File: config.mk
export PLATFORM = sky130hd
export DESIGN_NAME = bld_core
export DESIGN_NICKNAME = d
export VERILOG_FILES = /design/src/core/bld_pkg.sv /design/src/core/bld_core.sv
export SDC_FILE = /design/constraint.sdc
export NUM_CORES = 1
export LEC_CHECK = 0
export ABC_AREA = 1
export BUFFER_PORTS_ARGS = -buffer_cell sky130_fd_sc_hd__buf_2
export CORE_ASPECT_RATIO = 1.75
export CORE_MARGIN = 4
export CORE_UTILIZATION = 50
export CTS_BUF_LIST = sky130_fd_sc_hd__clkbuf_4 sky130_fd_sc_hd__clkbuf_8
export CTS_CLUSTER_SIZE = 10
export DETAILED_ROUTE_END_ITERATION = 12
export PLACE_DENSITY = 0.83
export SETUP_SLACK_MARGIN = 0.4
export SLEW_MARGIN = 10
export SYNTH_ARGS = -nofsm -noshare
export SYNTH_HDL_FRONTEND = slang
export SYNTH_SLANG_ARGS = --single-unit
File: constraint.sdc
create_clock -name sys_clk -period 3 [get_ports sys_clk]
set_input_delay 0.15 -clock sys_clk [delete_from_list [all_inputs] [get_ports sys_clk]]
set_output_delay 0.15 -clock sys_clk [all_outputs]
set_load 0.01 [all_outputs]
File: src/core/bld_pkg.sv
package bld_pkg;

	// ----------------------------------------
	// Widths
	// ----------------------------------------
	localparam int INSTR_W = 14;
	localparam int PC_W    = 13;
	localparam int ADDR_W  = 7;
	localparam int DATA_W  = 8;
	localparam int STACK_D = 8;

	// ----------------------------------------
	// Fixed opcodes and fields
	// ----------------------------------------
	localparam logic [13:0] OPC_NOP          = 14'h0000;
	localparam logic [13:0] OPC_RETURN       = 14'h0008;
	localparam logic [13:0] OPC_INT_RETURN   = 14'h0009;
	localparam logic [13:0] OPC_SLEEP        = 14'h0063;
	localparam logic [13:0] OPC_WDT_CLEAR    = 14'h0064;
	localparam logic [1:0]  GRP_BIT          = 2'h1;
	localparam logic [1:0]  BIT_CLEAR        = 2'h0;
	localparam logic [1:0]  BIT_SET          = 2'h1;
	localparam logic [1:0]  BIT_TEST_CLEAR   = 2'h2;
	localparam logic [1:0]  BIT_TEST_SET     = 2'h3;
	localparam logic [4:0]  LIT_ADD          = 5'h1F;
	localparam logic [5:0]  LIT_AND          = 6'h39;
	localparam logic [5:0]  LIT_OR           = 6'h38;
	localparam logic [5:0]  LIT_XOR          = 6'h3A;
	localparam logic [4:0]  LIT_SUB          = 5'h1E;
	localparam logic [3:0]  LIT_MOVE         = 4'hC;
	localparam logic [3:0]  LIT_RETURN       = 4'hD;
	localparam logic [2:0]  CTL_CALL         = 3'h4;
	localparam logic [2:0]  CTL_JUMP         = 3'h5;
	localparam logic [5:0]  REG_ADD          = 6'h07;

	// ----------------------------------------
	// Special file addresses
	// ----------------------------------------
	localparam logic [6:0]  IO_PORT_ADDR     = 7'h05;
	localparam logic [6:0]  TIMER_ZERO_ADDR  = 7'h01;

	// ----------------------------------------
	// Reset values
	// ----------------------------------------
	localparam logic [12:0] PC_RESET         = 13'h0000;
	localparam logic [7:0]  ACC_RESET        = 8'h00;

	// ----------------------------------------
	// Types
	// ----------------------------------------
	typedef enum logic [1:0] {
		ph_fetch, ph_address, ph_read, ph_execute
	} bld_phase_type;

	typedef enum logic [4:0] {
		op_none, op_bit_clear, op_bit_set, op_test_clear, op_test_set,
		op_add_lit, op_and_lit, op_or_lit, op_xor_lit, op_sub_lit, op_move_lit,
		op_ret_lit, op_call, op_jump, op_return, op_int_return,
		op_sleep, op_wdt_clear, op_add_reg
	} bld_op_type;

	typedef struct packed {
		logic carry;
		logic nibble_overflow;
		logic zero;
		logic timeout_flag;
		logic powerdown_flag;
	} bld_status_type;

	localparam bld_status_type STATUS_RESET = 5'h03;

	typedef struct packed {
		logic [6:0] addr;
		logic [7:0] wdata;
		logic       we;
	} bld_file_type;

	typedef struct packed {
		logic [7:0] sum;
		logic       carry;
		logic       nibble_overflow;
	} bld_sum_type;

endpackage

File: src/core/bld_core.sv
`timescale 1ns/10ps

// Functional notes
// [RULE_01] Opcode 01 00: clear selected bit of addressed register, flags unchanged.
// [RULE_02] Opcode 01 01: set selected bit of addressed register, flags unchanged.
// [RULE_03] Opcode 01 10: skip next instruction as no-op when tested bit is zero.
// [RULE_04] Opcode 01 11: skip next instruction when tested bit is one; two cycles.
// [RULE_05] Add literal to accumulator, update carry, nibble overflow and zero.
// [RULE_06] AND literal with accumulator, update only zero.
// [RULE_07] OR literal into accumulator in one cycle, update only zero.
// [RULE_08] Return from subroutine with literal in accumulator, two cycles.
// [RULE_09] Literal minus accumulator into accumulator, update carry, nibble overflow, zero.
// [RULE_10] XOR literal with accumulator in one cycle, update only zero.
// [RULE_11] Standby opcode enters standby in one cycle, updates timeout and powerdown flags.
// [RULE_12] Read-modify-write of I/O port uses sampled pin levels as operand.
// [RULE_13] Writing timer zero count clears its prescaler when assigned to it.
// [RULE_14] Program counter change or true test costs second cycle as no-op.
// [RULE_15] Add accumulator to register, destination bit picks accumulator or register.
// [RULE_16] Each instruction cycle is four clock periods.
// [RULE_17] Call pushes return address, loads 11-bit target plus upper latch bits.
// [RULE_18] Watchdog clear resets watchdog and prescaler, sets timeout and powerdown flags. Code clears prescaler only while prescaler_to_timer is low.
// [RULE_19] Jump, subroutine return and interrupt return are two-cycle pc changes.
module bld_core
	import bld_pkg::*;
(
	// Clock and reset
	input  wire logic                  sys_clk,
	input  wire logic                  resetn,
	// Program memory
	output logic [PC_W-1:0]            prog_addr,
	input  wire logic [INSTR_W-1:0]    instr_word,
	// File register bus
	output bld_file_type               file_bus,
	input  wire logic [DATA_W-1:0]     file_rdata,
	input  wire logic [4:0]            upper_pc_latch,
	// Port pins, timer and watchdog
	input  wire logic [DATA_W-1:0]     pin_level,
	input  wire logic                  prescaler_to_timer,
	output logic                       prescaler_clear,
	output logic                       watchdog_clear,
	// Core state
	input  wire logic                  wake_event,
	output logic                       standby,
	output logic                       int_enable,
	output logic [DATA_W-1:0]          accumulator,
	output bld_status_type             status
);

	// ----------------------------------------
	// Decode
	// ----------------------------------------
	function automatic bld_op_type decode_op(input logic [13:0] w);
		bld_op_type op;
		op = op_none;
		if (w[13:12] == GRP_BIT) begin
			case (w[11:10])
				BIT_CLEAR:      op = op_bit_clear;
				BIT_SET:        op = op_bit_set;
				BIT_TEST_CLEAR: op = op_test_clear;
				default:        op = op_test_set;
			endcase
		end else if (w[13:9] == LIT_ADD) begin
			op = op_add_lit;
		end else if (w[13:9] == LIT_SUB) begin
			op = op_sub_lit;
		end else if (w[13:8] == LIT_AND) begin
			op = op_and_lit;
		end else if (w[13:8] == LIT_OR) begin
			op = op_or_lit;
		end else if (w[13:8] == LIT_XOR) begin
			op = op_xor_lit;
		end else if (w[13:10] == LIT_MOVE) begin
			op = op_move_lit;
		end else if (w[13:10] == LIT_RETURN) begin
			op = op_ret_lit;
		end else if (w[13:11] == CTL_CALL) begin
			op = op_call;
		end else if (w[13:11] == CTL_JUMP) begin
			op = op_jump;
		end else if (w[13:8] == REG_ADD) begin
			op = op_add_reg;
		end else if (w == OPC_RETURN) begin
			op = op_return;
		end else if (w == OPC_INT_RETURN) begin
			op = op_int_return;
		end else if (w == OPC_SLEEP) begin
			op = op_sleep;
		end else if (w == OPC_WDT_CLEAR) begin
			op = op_wdt_clear;
		end
		return op;
	endfunction

	// Shared adder for add and subtract; borrow is the inverted carry
	function automatic bld_sum_type add8(input logic [7:0] a, input logic [7:0] b, input logic cin);
		bld_sum_type r;
		logic [8:0]  full;
		logic [4:0]  low;
		full = {1'b0, a} + {1'b0, b} + {8'h00, cin};
		low = {1'b0, a[3:0]} + {1'b0, b[3:0]} + {4'h0, cin};
		r.sum = full[7:0];
		r.carry = full[8];
		r.nibble_overflow = low[4];
		return r;
	endfunction

	// ----------------------------------------
	// Signals
	// ----------------------------------------
	bld_phase_type      phase;
	logic [13:0]        instr;
	logic               flush;
	logic [DATA_W-1:0]  pin_meta;
	logic [DATA_W-1:0]  pin_sync;
	logic [PC_W-1:0]    stack_mem [STACK_D];
	logic [2:0]         stack_ptr;
	bld_op_type         op;
	logic [7:0]         literal;
	logic [2:0]         bit_sel;
	logic               dest_reg;
	logic [7:0]         operand;
	logic               tested_bit;
	logic               do_exec;
	bld_sum_type        add_res;
	logic [7:0]         next_acc;
	logic               acc_load;
	logic               logic_zero_only;
	logic               take_skip;
	logic               pc_change;
	logic               file_write;
	logic [7:0]         next_file;

	assign op         = decode_op(instr);
	assign literal    = instr[7:0];
	assign bit_sel    = instr[9:7];
	assign dest_reg   = instr[7];
	assign do_exec    = (phase == ph_execute) && !standby;
	assign tested_bit = operand[bit_sel];

	// Port reads take pin levels, never the output latch
	assign operand = (file_bus.addr == IO_PORT_ADDR) ? pin_sync : file_rdata; // [RULE_12]

	// ----------------------------------------
	// Pin synchroniser
	// ----------------------------------------
	always_ff @(posedge sys_clk or negedge resetn) begin
		if (!resetn) begin
			pin_meta <= 8'h00;
			pin_sync <= 8'h00;
		end else begin
			pin_meta <= pin_level;
			pin_sync <= pin_meta;
		end
	end

	// ----------------------------------------
	// Four-clock instruction cycle
	// ----------------------------------------
	always_ff @(posedge sys_clk or negedge resetn) begin
		if (!resetn) begin
			phase <= ph_fetch;
		end else begin
			case (phase) // [RULE_16]
				ph_fetch:   phase <= ph_address;
				ph_address: phase <= ph_read;
				ph_read:    phase <= ph_execute;
				ph_execute: phase <= ph_fetch;
				default:    phase <= ph_fetch;
			endcase
		end
	end

	// ----------------------------------------
	// Datapath
	// ----------------------------------------
	always_comb begin
		add_res = add8(accumulator, literal, 1'b0);
		next_acc = accumulator;
		acc_load = 1'b0;
		logic_zero_only = 1'b0;
		file_write = 1'b0;
		next_file = operand;
		take_skip = 1'b0;
		pc_change = 1'b0;
		case (op)
			op_bit_clear: begin
				next_file[bit_sel] = 1'b0; // [RULE_01]
				file_write = 1'b1;
			end
			op_bit_set: begin
				next_file[bit_sel] = 1'b1; // [RULE_02]
				file_write = 1'b1;
			end
			op_test_clear: take_skip = !tested_bit; // [RULE_03]
			op_test_set:   take_skip = tested_bit; // [RULE_04]
			op_add_lit: begin
				next_acc = add_res.sum; // [RULE_05]
				acc_load = 1'b1;
			end
			op_sub_lit: begin
				add_res = add8(literal, ~accumulator, 1'b1); // [RULE_09]
				next_acc = add_res.sum;
				acc_load = 1'b1;
			end
			op_add_reg: begin
				add_res = add8(accumulator, operand, 1'b0); // [RULE_15]
				next_acc = dest_reg ? accumulator : add_res.sum;
				next_file = add_res.sum;
				file_write = dest_reg;
			end
			op_and_lit: begin
				next_acc = accumulator & literal; // [RULE_06]
				logic_zero_only = 1'b1;
			end
			op_or_lit: begin
				next_acc = accumulator | literal; // [RULE_07]
				logic_zero_only = 1'b1;
			end
			op_xor_lit: begin
				next_acc = accumulator ^ literal; // [RULE_10]
				logic_zero_only = 1'b1;
			end
			op_move_lit: next_acc = literal;
			op_ret_lit: begin
				next_acc = literal; // [RULE_08]
				pc_change = 1'b1;
			end
			op_call, op_jump, op_return, op_int_return: pc_change = 1'b1; // [RULE_19]
			default: begin
			end
		endcase
	end

	// ----------------------------------------
	// Accumulator and flags
	// ----------------------------------------
	always_ff @(posedge sys_clk or negedge resetn) begin
		if (!resetn) begin
			accumulator <= ACC_RESET;
			status <= STATUS_RESET;
		end else if (do_exec) begin
			accumulator <= next_acc;
			if (acc_load || op == op_add_reg) begin
				status.carry <= add_res.carry; // [RULE_05] [RULE_09] [RULE_15]
				status.nibble_overflow <= add_res.nibble_overflow;
				status.zero <= (add_res.sum == 8'h00);
			end else if (logic_zero_only) begin
				status.zero <= (next_acc == 8'h00); // [RULE_06] [RULE_07] [RULE_10]
			end
			if (op == op_sleep) begin
				status.timeout_flag <= 1'b1; // [RULE_11]
				status.powerdown_flag <= 1'b0;
			end else if (op == op_wdt_clear) begin
				status.timeout_flag <= 1'b1; // [RULE_18]
				status.powerdown_flag <= 1'b1;
			end
		end
	end

	// ----------------------------------------
	// Fetch, program counter and stack
	// ----------------------------------------
	// Stack wraps silently on overflow, as a fixed-depth ring
	always_ff @(posedge sys_clk or negedge resetn) begin
		if (!resetn) begin
			prog_addr <= PC_RESET;
			instr <= OPC_NOP;
			flush <= 1'b0;
			stack_ptr <= 3'h0;
			int_enable <= 1'b0;
		end else if (phase == ph_fetch && !standby) begin
			flush <= 1'b0;
			if (flush) begin
				instr <= OPC_NOP; // [RULE_14]
			end else begin
				instr <= instr_word;
				prog_addr <= prog_addr + 13'h0001;
			end
		end else if (do_exec) begin
			flush <= take_skip || pc_change; // [RULE_14]
			if (take_skip) begin
				prog_addr <= prog_addr + 13'h0001; // [RULE_03] [RULE_04]
			end
			case (op)
				op_call: begin
					stack_mem[stack_ptr] <= prog_addr; // [RULE_17]
					stack_ptr <= stack_ptr + 3'h1;
					prog_addr <= {upper_pc_latch[4:3], instr[10:0]};
				end
				op_jump: prog_addr <= {upper_pc_latch[4:3], instr[10:0]}; // [RULE_19]
				op_return, op_ret_lit, op_int_return: begin
					prog_addr <= stack_mem[stack_ptr - 3'h1]; // [RULE_08] [RULE_19]
					stack_ptr <= stack_ptr - 3'h1;
					if (op == op_int_return) begin
						int_enable <= 1'b1;
					end
				end
				op_sleep: instr <= OPC_NOP; // [RULE_11]
				default: begin
				end
			endcase
		end
	end

	// ----------------------------------------
	// File register bus
	// ----------------------------------------
	always_ff @(posedge sys_clk or negedge resetn) begin
		if (!resetn) begin
			file_bus <= '0;
		end else begin
			if (phase == ph_address) begin
				file_bus.addr <= instr[6:0];
			end
			file_bus.we <= do_exec && file_write; // [RULE_01] [RULE_02] [RULE_15]
			if (do_exec) begin
				file_bus.wdata <= next_file;
			end
		end
	end

	// ----------------------------------------
	// Timer, watchdog and standby
	// ----------------------------------------
	always_ff @(posedge sys_clk or negedge resetn) begin
		if (!resetn) begin
			prescaler_clear <= 1'b0;
			watchdog_clear <= 1'b0;
			standby <= 1'b0;
		end else begin
			prescaler_clear <= (do_exec && file_write && file_bus.addr == TIMER_ZERO_ADDR
				&& prescaler_to_timer) || (do_exec && op == op_wdt_clear && !prescaler_to_timer); // [RULE_13] [RULE_18]
			watchdog_clear <= do_exec && op == op_wdt_clear; // [RULE_18]
			if (do_exec && op == op_sleep) begin
				standby <= 1'b1; // [RULE_11]
			end else if (wake_event) begin
				standby <= 1'b0;
			end
		end
	end
endmodule

**Yosys cells after proc, flatten, opt, wreduce, memory -nomap -nowiden**

Memories as Yosys holds them, arrays and structs flattened.
Index checks and enable logic that the tools add are counted.

- Word-level logic and storage cells: 177
- Bits in writable memories: 104
- Register bits: 82
- Memories kept: 1

Memories:

| name | words | bits a word | read ports | clocked after Yosys merged registers in | wr ports | RTL line | text |
|---|---|---|---|---|---|---|---|
| stack_mem | 8 | 13 | 1 | 0 | 1 | bld_core.sv:115 | `logic [PC_W-1:0] stack_mem [STACK_D];` |

- Order comparisons: 2
- Add/subtract/negate cells: 11
- Muxes and demuxes: 53
- Reductions and logical operators: 41
- Eq/ne operators: 41
- Bitwise operators: 8

Operator list:

| kind | number |
|---|---|
| 5-bit 2-to-1 mux | 15 |
| 14-bit 2-to-1 mux | 4 |
| 8-bit case mux with 7 select lines | 1 |
| 13-bit 2-to-1 mux | 4 |
| 5-bit by 4-bit equality test with 1-bit output, second input constant | 8 |
| 14-bit by 4-bit equality test with 1-bit output, second input constant | 2 |
| 14-bit by 7-bit equality test with 1-bit output, second input constant | 2 |
| 8-bit by 8-bit adder with 9-bit output | 3 |
| 13-bit case mux with 2 select lines | 1 |
| 5-bit equality test, second input constant | 5 |
| 8-bit case mux with 3 select lines | 1 |
| 5-bit by 3-bit equality test with 1-bit output, second input constant | 4 |
| 10-bit case mux with 2 select lines | 1 |
| 6-bit equality test, second input constant | 3 |
| 8-bit bitwise AND | 2 |
| 8-bit logical NOT | 2 |
| 8-bit 2-to-1 mux | 2 |
| 8-bit inverter | 2 |
| 8-bit OR | 2 |
| 4-bit by 4-bit adder with 5-bit output | 3 |
| 1-bit 2-to-1 mux | 15 |
| 13-bit by 1-bit adder with 13-bit output, second input constant | 1 |
| 2-bit nonzero test | 6 |
| 5-bit by 2-bit equality test with 1-bit output, second input constant | 2 |
| other kinds (35) | 65 |

**Depth between registers and ports, before layout**

- Word-level depth: 23
- Depth in mapped cells: 23
- Depth with buffers taken out: 23

**Worst setup path after synthesis**

No wires, ideal clock.

- Kind: flip-flop to flip-flop
- Start point: reg file_bus[10] in the netlist's numbering
- End point: reg status[2] in the netlist's numbering
- Setup time: 121 ps
- Setup slack: 42 ps
- Cell stages (with the launch flop): 18
- Path buffers: 0
- Data arrival time: 2837 ps
- Data required time: 2879 ps
- Period minus slack after synthesis: 2958 ps
- Cell sequence: dfrtp_1 nor4_1 nand2_1 nand2_1 nand2_1 ha_1 fa_1 nand3_1 nand2_1 a21oi_1 o21bai_1 xnor2_1 or2_2 nor3b_1 nand3b_1 a21oi_1 nor2_1 a21oi_1

- Longest elaborated chain between the ends: 8
- Elaborated cells between the ends (all ways): 10
- Classes of those cells: 1 x add/sub; 1 x eq/ne; 6 x mux; 2 x reduce/logical

RTL lines:

| what | RTL line | text |
|---|---|---|
| from (decl) | bld_core.sv:33 | `output bld_file_type file_bus,` |
| 7-bit by 3-bit equality test with 1-bit output * | bld_core.sv:141 | `assign operand = (file_bus.addr == IO_PORT_ADDR) ? pin_sync : file_rdata;` |
| 8-bit 2-to-1 mux * | bld_core.sv:141 |  |
| 8-bit by 8-bit adder with 9-bit output * | bld_core.sv:99 | `full = {1'b0, a} + {1'b0, b} + {8'h00, cin};` |
| 8-bit 2-to-1 mux | bld_core.sv:207 | `next_acc = dest_reg ? accumulator : add_res.sum;` |
| 8-bit case mux with 7 select lines | bld_core.sv:185 | `case (op)` |
| 8-bit logical NOT | bld_core.sv:248 | `status.zero <= (next_acc == 8'h00);` |
| 1-bit 2-to-1 mux | bld_core.sv:247 | `end else if (logic_zero_only) begin` |
| 1-bit 2-to-1 mux * | bld_core.sv:243 | `if (acc_load \|\| op == op_add_reg) begin` |
| to (decl) | bld_core.sv:46 | `output bld_status_type status` |

Every way passes the cells marked *; elsewhere a longest branch is shown, timed or not. The select of a mux whose other input is x is not followed.
A chain may end at the register's enable or synchronous reset.

**Worst setup path after layout**

Same ends and word-level chain as after synthesis.

==> results.tsv <==
stage	metric	value	unit
timing	slew_headroom	57.14	%
route	postRouteAntennaNets	0	
layout	layout-drive-gt1-share	26.82	%
synthesis	synthDistinctLibCells	59	
job	cap_viol_max_count	0	
synthesis	synth_top_family_by_area	simple AND/OR/NAND/NOR gates	
hold_path	hp-start	upper_pc_latch[4]	
synthesis	synth_top_cell_by_area	edfxtp_1	
setup_path	arrival	3.45	ns
setup_path	crit_path_start_kind	register	
die	rows	69	
global_route	grt_max_degree	55	
pwr	totalPowerFinal	11.93	mW
global_route	grt_pass1_wl	51300	µm
setup_path	r2r-start	file_bus[10]	
layout	final_area	0.01301	mm²
die	die_x	117.5	µm
place	post_dp_cell_area	0.01183	mm²
setup_path	worstReg2RegEnd	status[2]	
pwr	powerDensity	917.0	mW/mm²
layout	antenna_cells	0	
synthesis	ys_ff_latch	185	
setup_path	endpoint_kind	register	
die	coreArea	0.02046	mm²
route	vias	9646	
timing	tightest_slew	0.6428	ns
pwr	vdd_drop_max	0.6513	mV
synthesis	synth_edf_count	104	
cts	clkTransAtPathRegs	0.10	ns
setup_path	cp.required	3.43	ns
synthesis	muxShareOfSynthArea	0.09548	%
cts	clk_path_buf_depth	2	
die	die_area	0.02344	mm²
layout	fillers	1629	
route	wirelength	34160	µm
route	drt_iter0_markers	677	
run_status	status	complete, but fails checks	
place	dp_worst_setup_slack	-0.1750	ns
setup_path	reg2reg_depth	18	
route	firstDrtPassIters	5	
synthesis	synth_flop_cell	edfxtp_1	
layout	area_growth	24.06	%
cts	htree_levels	4	
global_route	grt_pass1_vias	9530	
place	gp_congestion	1.009	
synthesis	synth-seq-area-share	49.13	%
global_route	grt.overflow.total	0	
hold_path	min_delay_path_depth	5	
synthesis	synth_nets	1275	
cts	clk-insertion-delay-late	0.50	ns
cts	root_buffer	clkbuf_8	
synthesis	syn_area_per_cell	8.840	µm²
pwr	p_leak	5.726	nW
synthesis	postSynthCellCount	1186	
layout	fin_nets	1478	
synthesis	synth_top_area_share	29.79	%
synthesis	yosysWarnings	0	
timing	fin_crit	3.029	ns
synthesis	async_reset_ff_share	43.78	%
timing	hold_viol	0	
synthesis	synth_simple_gate_area_share	22.59	%
die	initial_core_util	51.24	%
run_status	violations	setup timing	
cts	numCtsBuffers	17	
timing	grt_setup_unrepaired	true	
route	wl_per_cell	20.70	µm
hold_path	min_to	prog_addr[12]	
synthesis	synth_xor_area_share	2.005	%
timing	period_share	101.0	%
timing	setup_viol	2	
timing	fmax	0.3301	GHz
timing	drv_slew	0	
global_route	grt_antenna_before_repair	0	
synthesis	synth.area.top_cells	edfxtp_1 30%, dfrtp_1 19%, nand2_1 7.2%	
cts	cts.sinks	185	
setup_path	r2r_slack	-0.03	ns
hold_path	hp-class	primary input to register	
timing	whs	0.06232	ns
place	hpwl	24490	µm
timing	setup_tns	-0.03908	ns
route	drcViolationCount	0	
die	die_y	199.6	µm
route	viasPerCell	5.846	
synthesis	syn_area	0.01048	mm²
timing	layout_setup_ws	-0.02908	ns
timing	fin_skew	0.01987	ns
global_route	grt_usage	28.75	%
setup_path	path_max_fanout	4	
cts	cts_tree	yes	
synthesis	synth_compound_area_share	14.30	%
die	ios	85	
synthesis	synthAdderAreaFrac	6.182	%
place	port_buffers	80	
setup_path	crit_type	register to register	
## worst max-delay path, cell delays in order, from the launching register on
cell,delay [ns]
dfrtp_1,0.42
nor4_4,0.32
nand2_2,0.15
buf_4,0.18
nand2_1,0.10
nand2_4,0.10
ha_4,0.29
nand2_1,0.07
inv_1,0.07
nand4_1,0.12
o211ai_1,0.12
xor2_1,0.20
inv_2,0.08
nand2_2,0.08
nand4_1,0.14
nand3b_1,0.21
a21oi_2,0.13
nor2_1,0.05
a21oi_1,0.13
## layer usage
metal  wire [µm]  GRT usage [%]  vias up
met4        2877          22.22        0
met2       18590          55.99      440
met5           0              0        -
met1       10860          26.81     4598
li1            -              -     4456
met3        1841          3.908      152
## layout by cell type, fill, tap and decap left out, drive strengths merged, types with 2 or more instances in the layout
master and instances:
o21bai 2, a22oi 9, xnor2 8, o22ai 29, ha 47, clkbuf 22
a41oi 3, inv 105, xor2 16, o21ai 145, dlygate4sd3 25, nor3 26
buf 200, a31oi 3, nand3 72, o2111ai 2, clkinv 4, dfrtp 80
a21oi 48, clkinvlp 2, or2 8, nand3b 4, nand4 15, nor2 175
o31ai 3, a31o 2, nand2 220, fa 3, o211ai 7, edfxtp 104
## layout make-up
cell class,instances,area [µm²],area share (%)
well taps,248,310.3,2.386
repair buffers,225,1609,12.37
inverters,102,395.4,3.040
clock buffers,22,271.5,2.088
clock inverters,10,97.59,0.7504
multi-input cells,858,5166,39.72
flip-flops and latches,185,5156,39.64
## worst max-delay path by stage
stage	from	cells after the start	end	slack (ns)
final	file_bus[10]	18	status[2]	-0.03
after global routing	file_bus[10]	22	status[2]	-0.26
after CTS	file_bus[10]	19	status[2]	-0.02
after detailed placement	file_bus[14]	17	status[2]	-0.18
after global placement	file_bus[14]	17	status[2]	-0.06
after floorplan	file_bus[11]	18	status[2]	0.10
## sequential cells by signal, indices dropped and copies added (netlist names), 2 cells and up
name and count:
accumulator 8, stack_ptr 3, file_bus 16, phase 2, stack_mem 104, pin_meta 8
status 4, pin_sync 8, prog_addr 13, instr 14
## report_power, final
group | internal [mW] | leakage, nW | switching [mW]
Sequential | 3.16 | 1.94 | 0.492
Combinational | 2.54 | 3.60 | 4.13
Clock | 0.708 | 0.190 | 0.909
## metrics by stage
stage,cells,util [%]
4_1_cts,1639,61.99
5_1_grt,1650,63.57
2_1_floorplan,1186,-
6_report,1650,63.57
3_3_place_gp,1571,57.82
3_5_place_dp,1571,57.82
## synthesized netlist by cell type (2+ instances only)
cell type	n
nand2_1	201
o21bai_1	2
nor2_1	161
a22oi_1	5
nand2_4	8
nand3_1	66
a21oi_4	2
o21ai_1	6
clkbuf_1	28
fa_1	3
nor3_1	24
inv_2	11
o211ai_1	7
nor2_4	6
a31oi_1	3
buf_2	4
o31ai_1	3
a21oi_1	46
a22oi_2	4
xnor2_1	8
o22ai_1	29
edfxtp_1	104
nand3_2	4
a41oi_1	3
a31o_2	2
or2_2	8
xor2_1	16
nand3b_1	4
o21ai_0	137
buf_1	3
nand2_2	10
nor2_2	7
ha_1	47
buf_4	5
buf_6	3
dfrtp_1	80
nand4_1	15
nand3_4	2
inv_1	89
## repair_timing
action,CTS,global route
endpoints found under the setup margin,45,48
hold endpoints to repair,58,0
gates resized for setup,35,61
cloned,1,1
hold buffers,25,0
buffers inserted,10,10
pin swaps,15,24
## cell families after synthesis
family,after synthesis
buffers and inverters,145
XOR/XNOR,24
AO/OA/AOI/OAI,259
AND/OR/NAND/NOR,521
flip-flops,185
adder cells (fa/ha/maj),50
multiplexers,1
other,1
No activity file was read; power rests on OpenSTA's default activity.
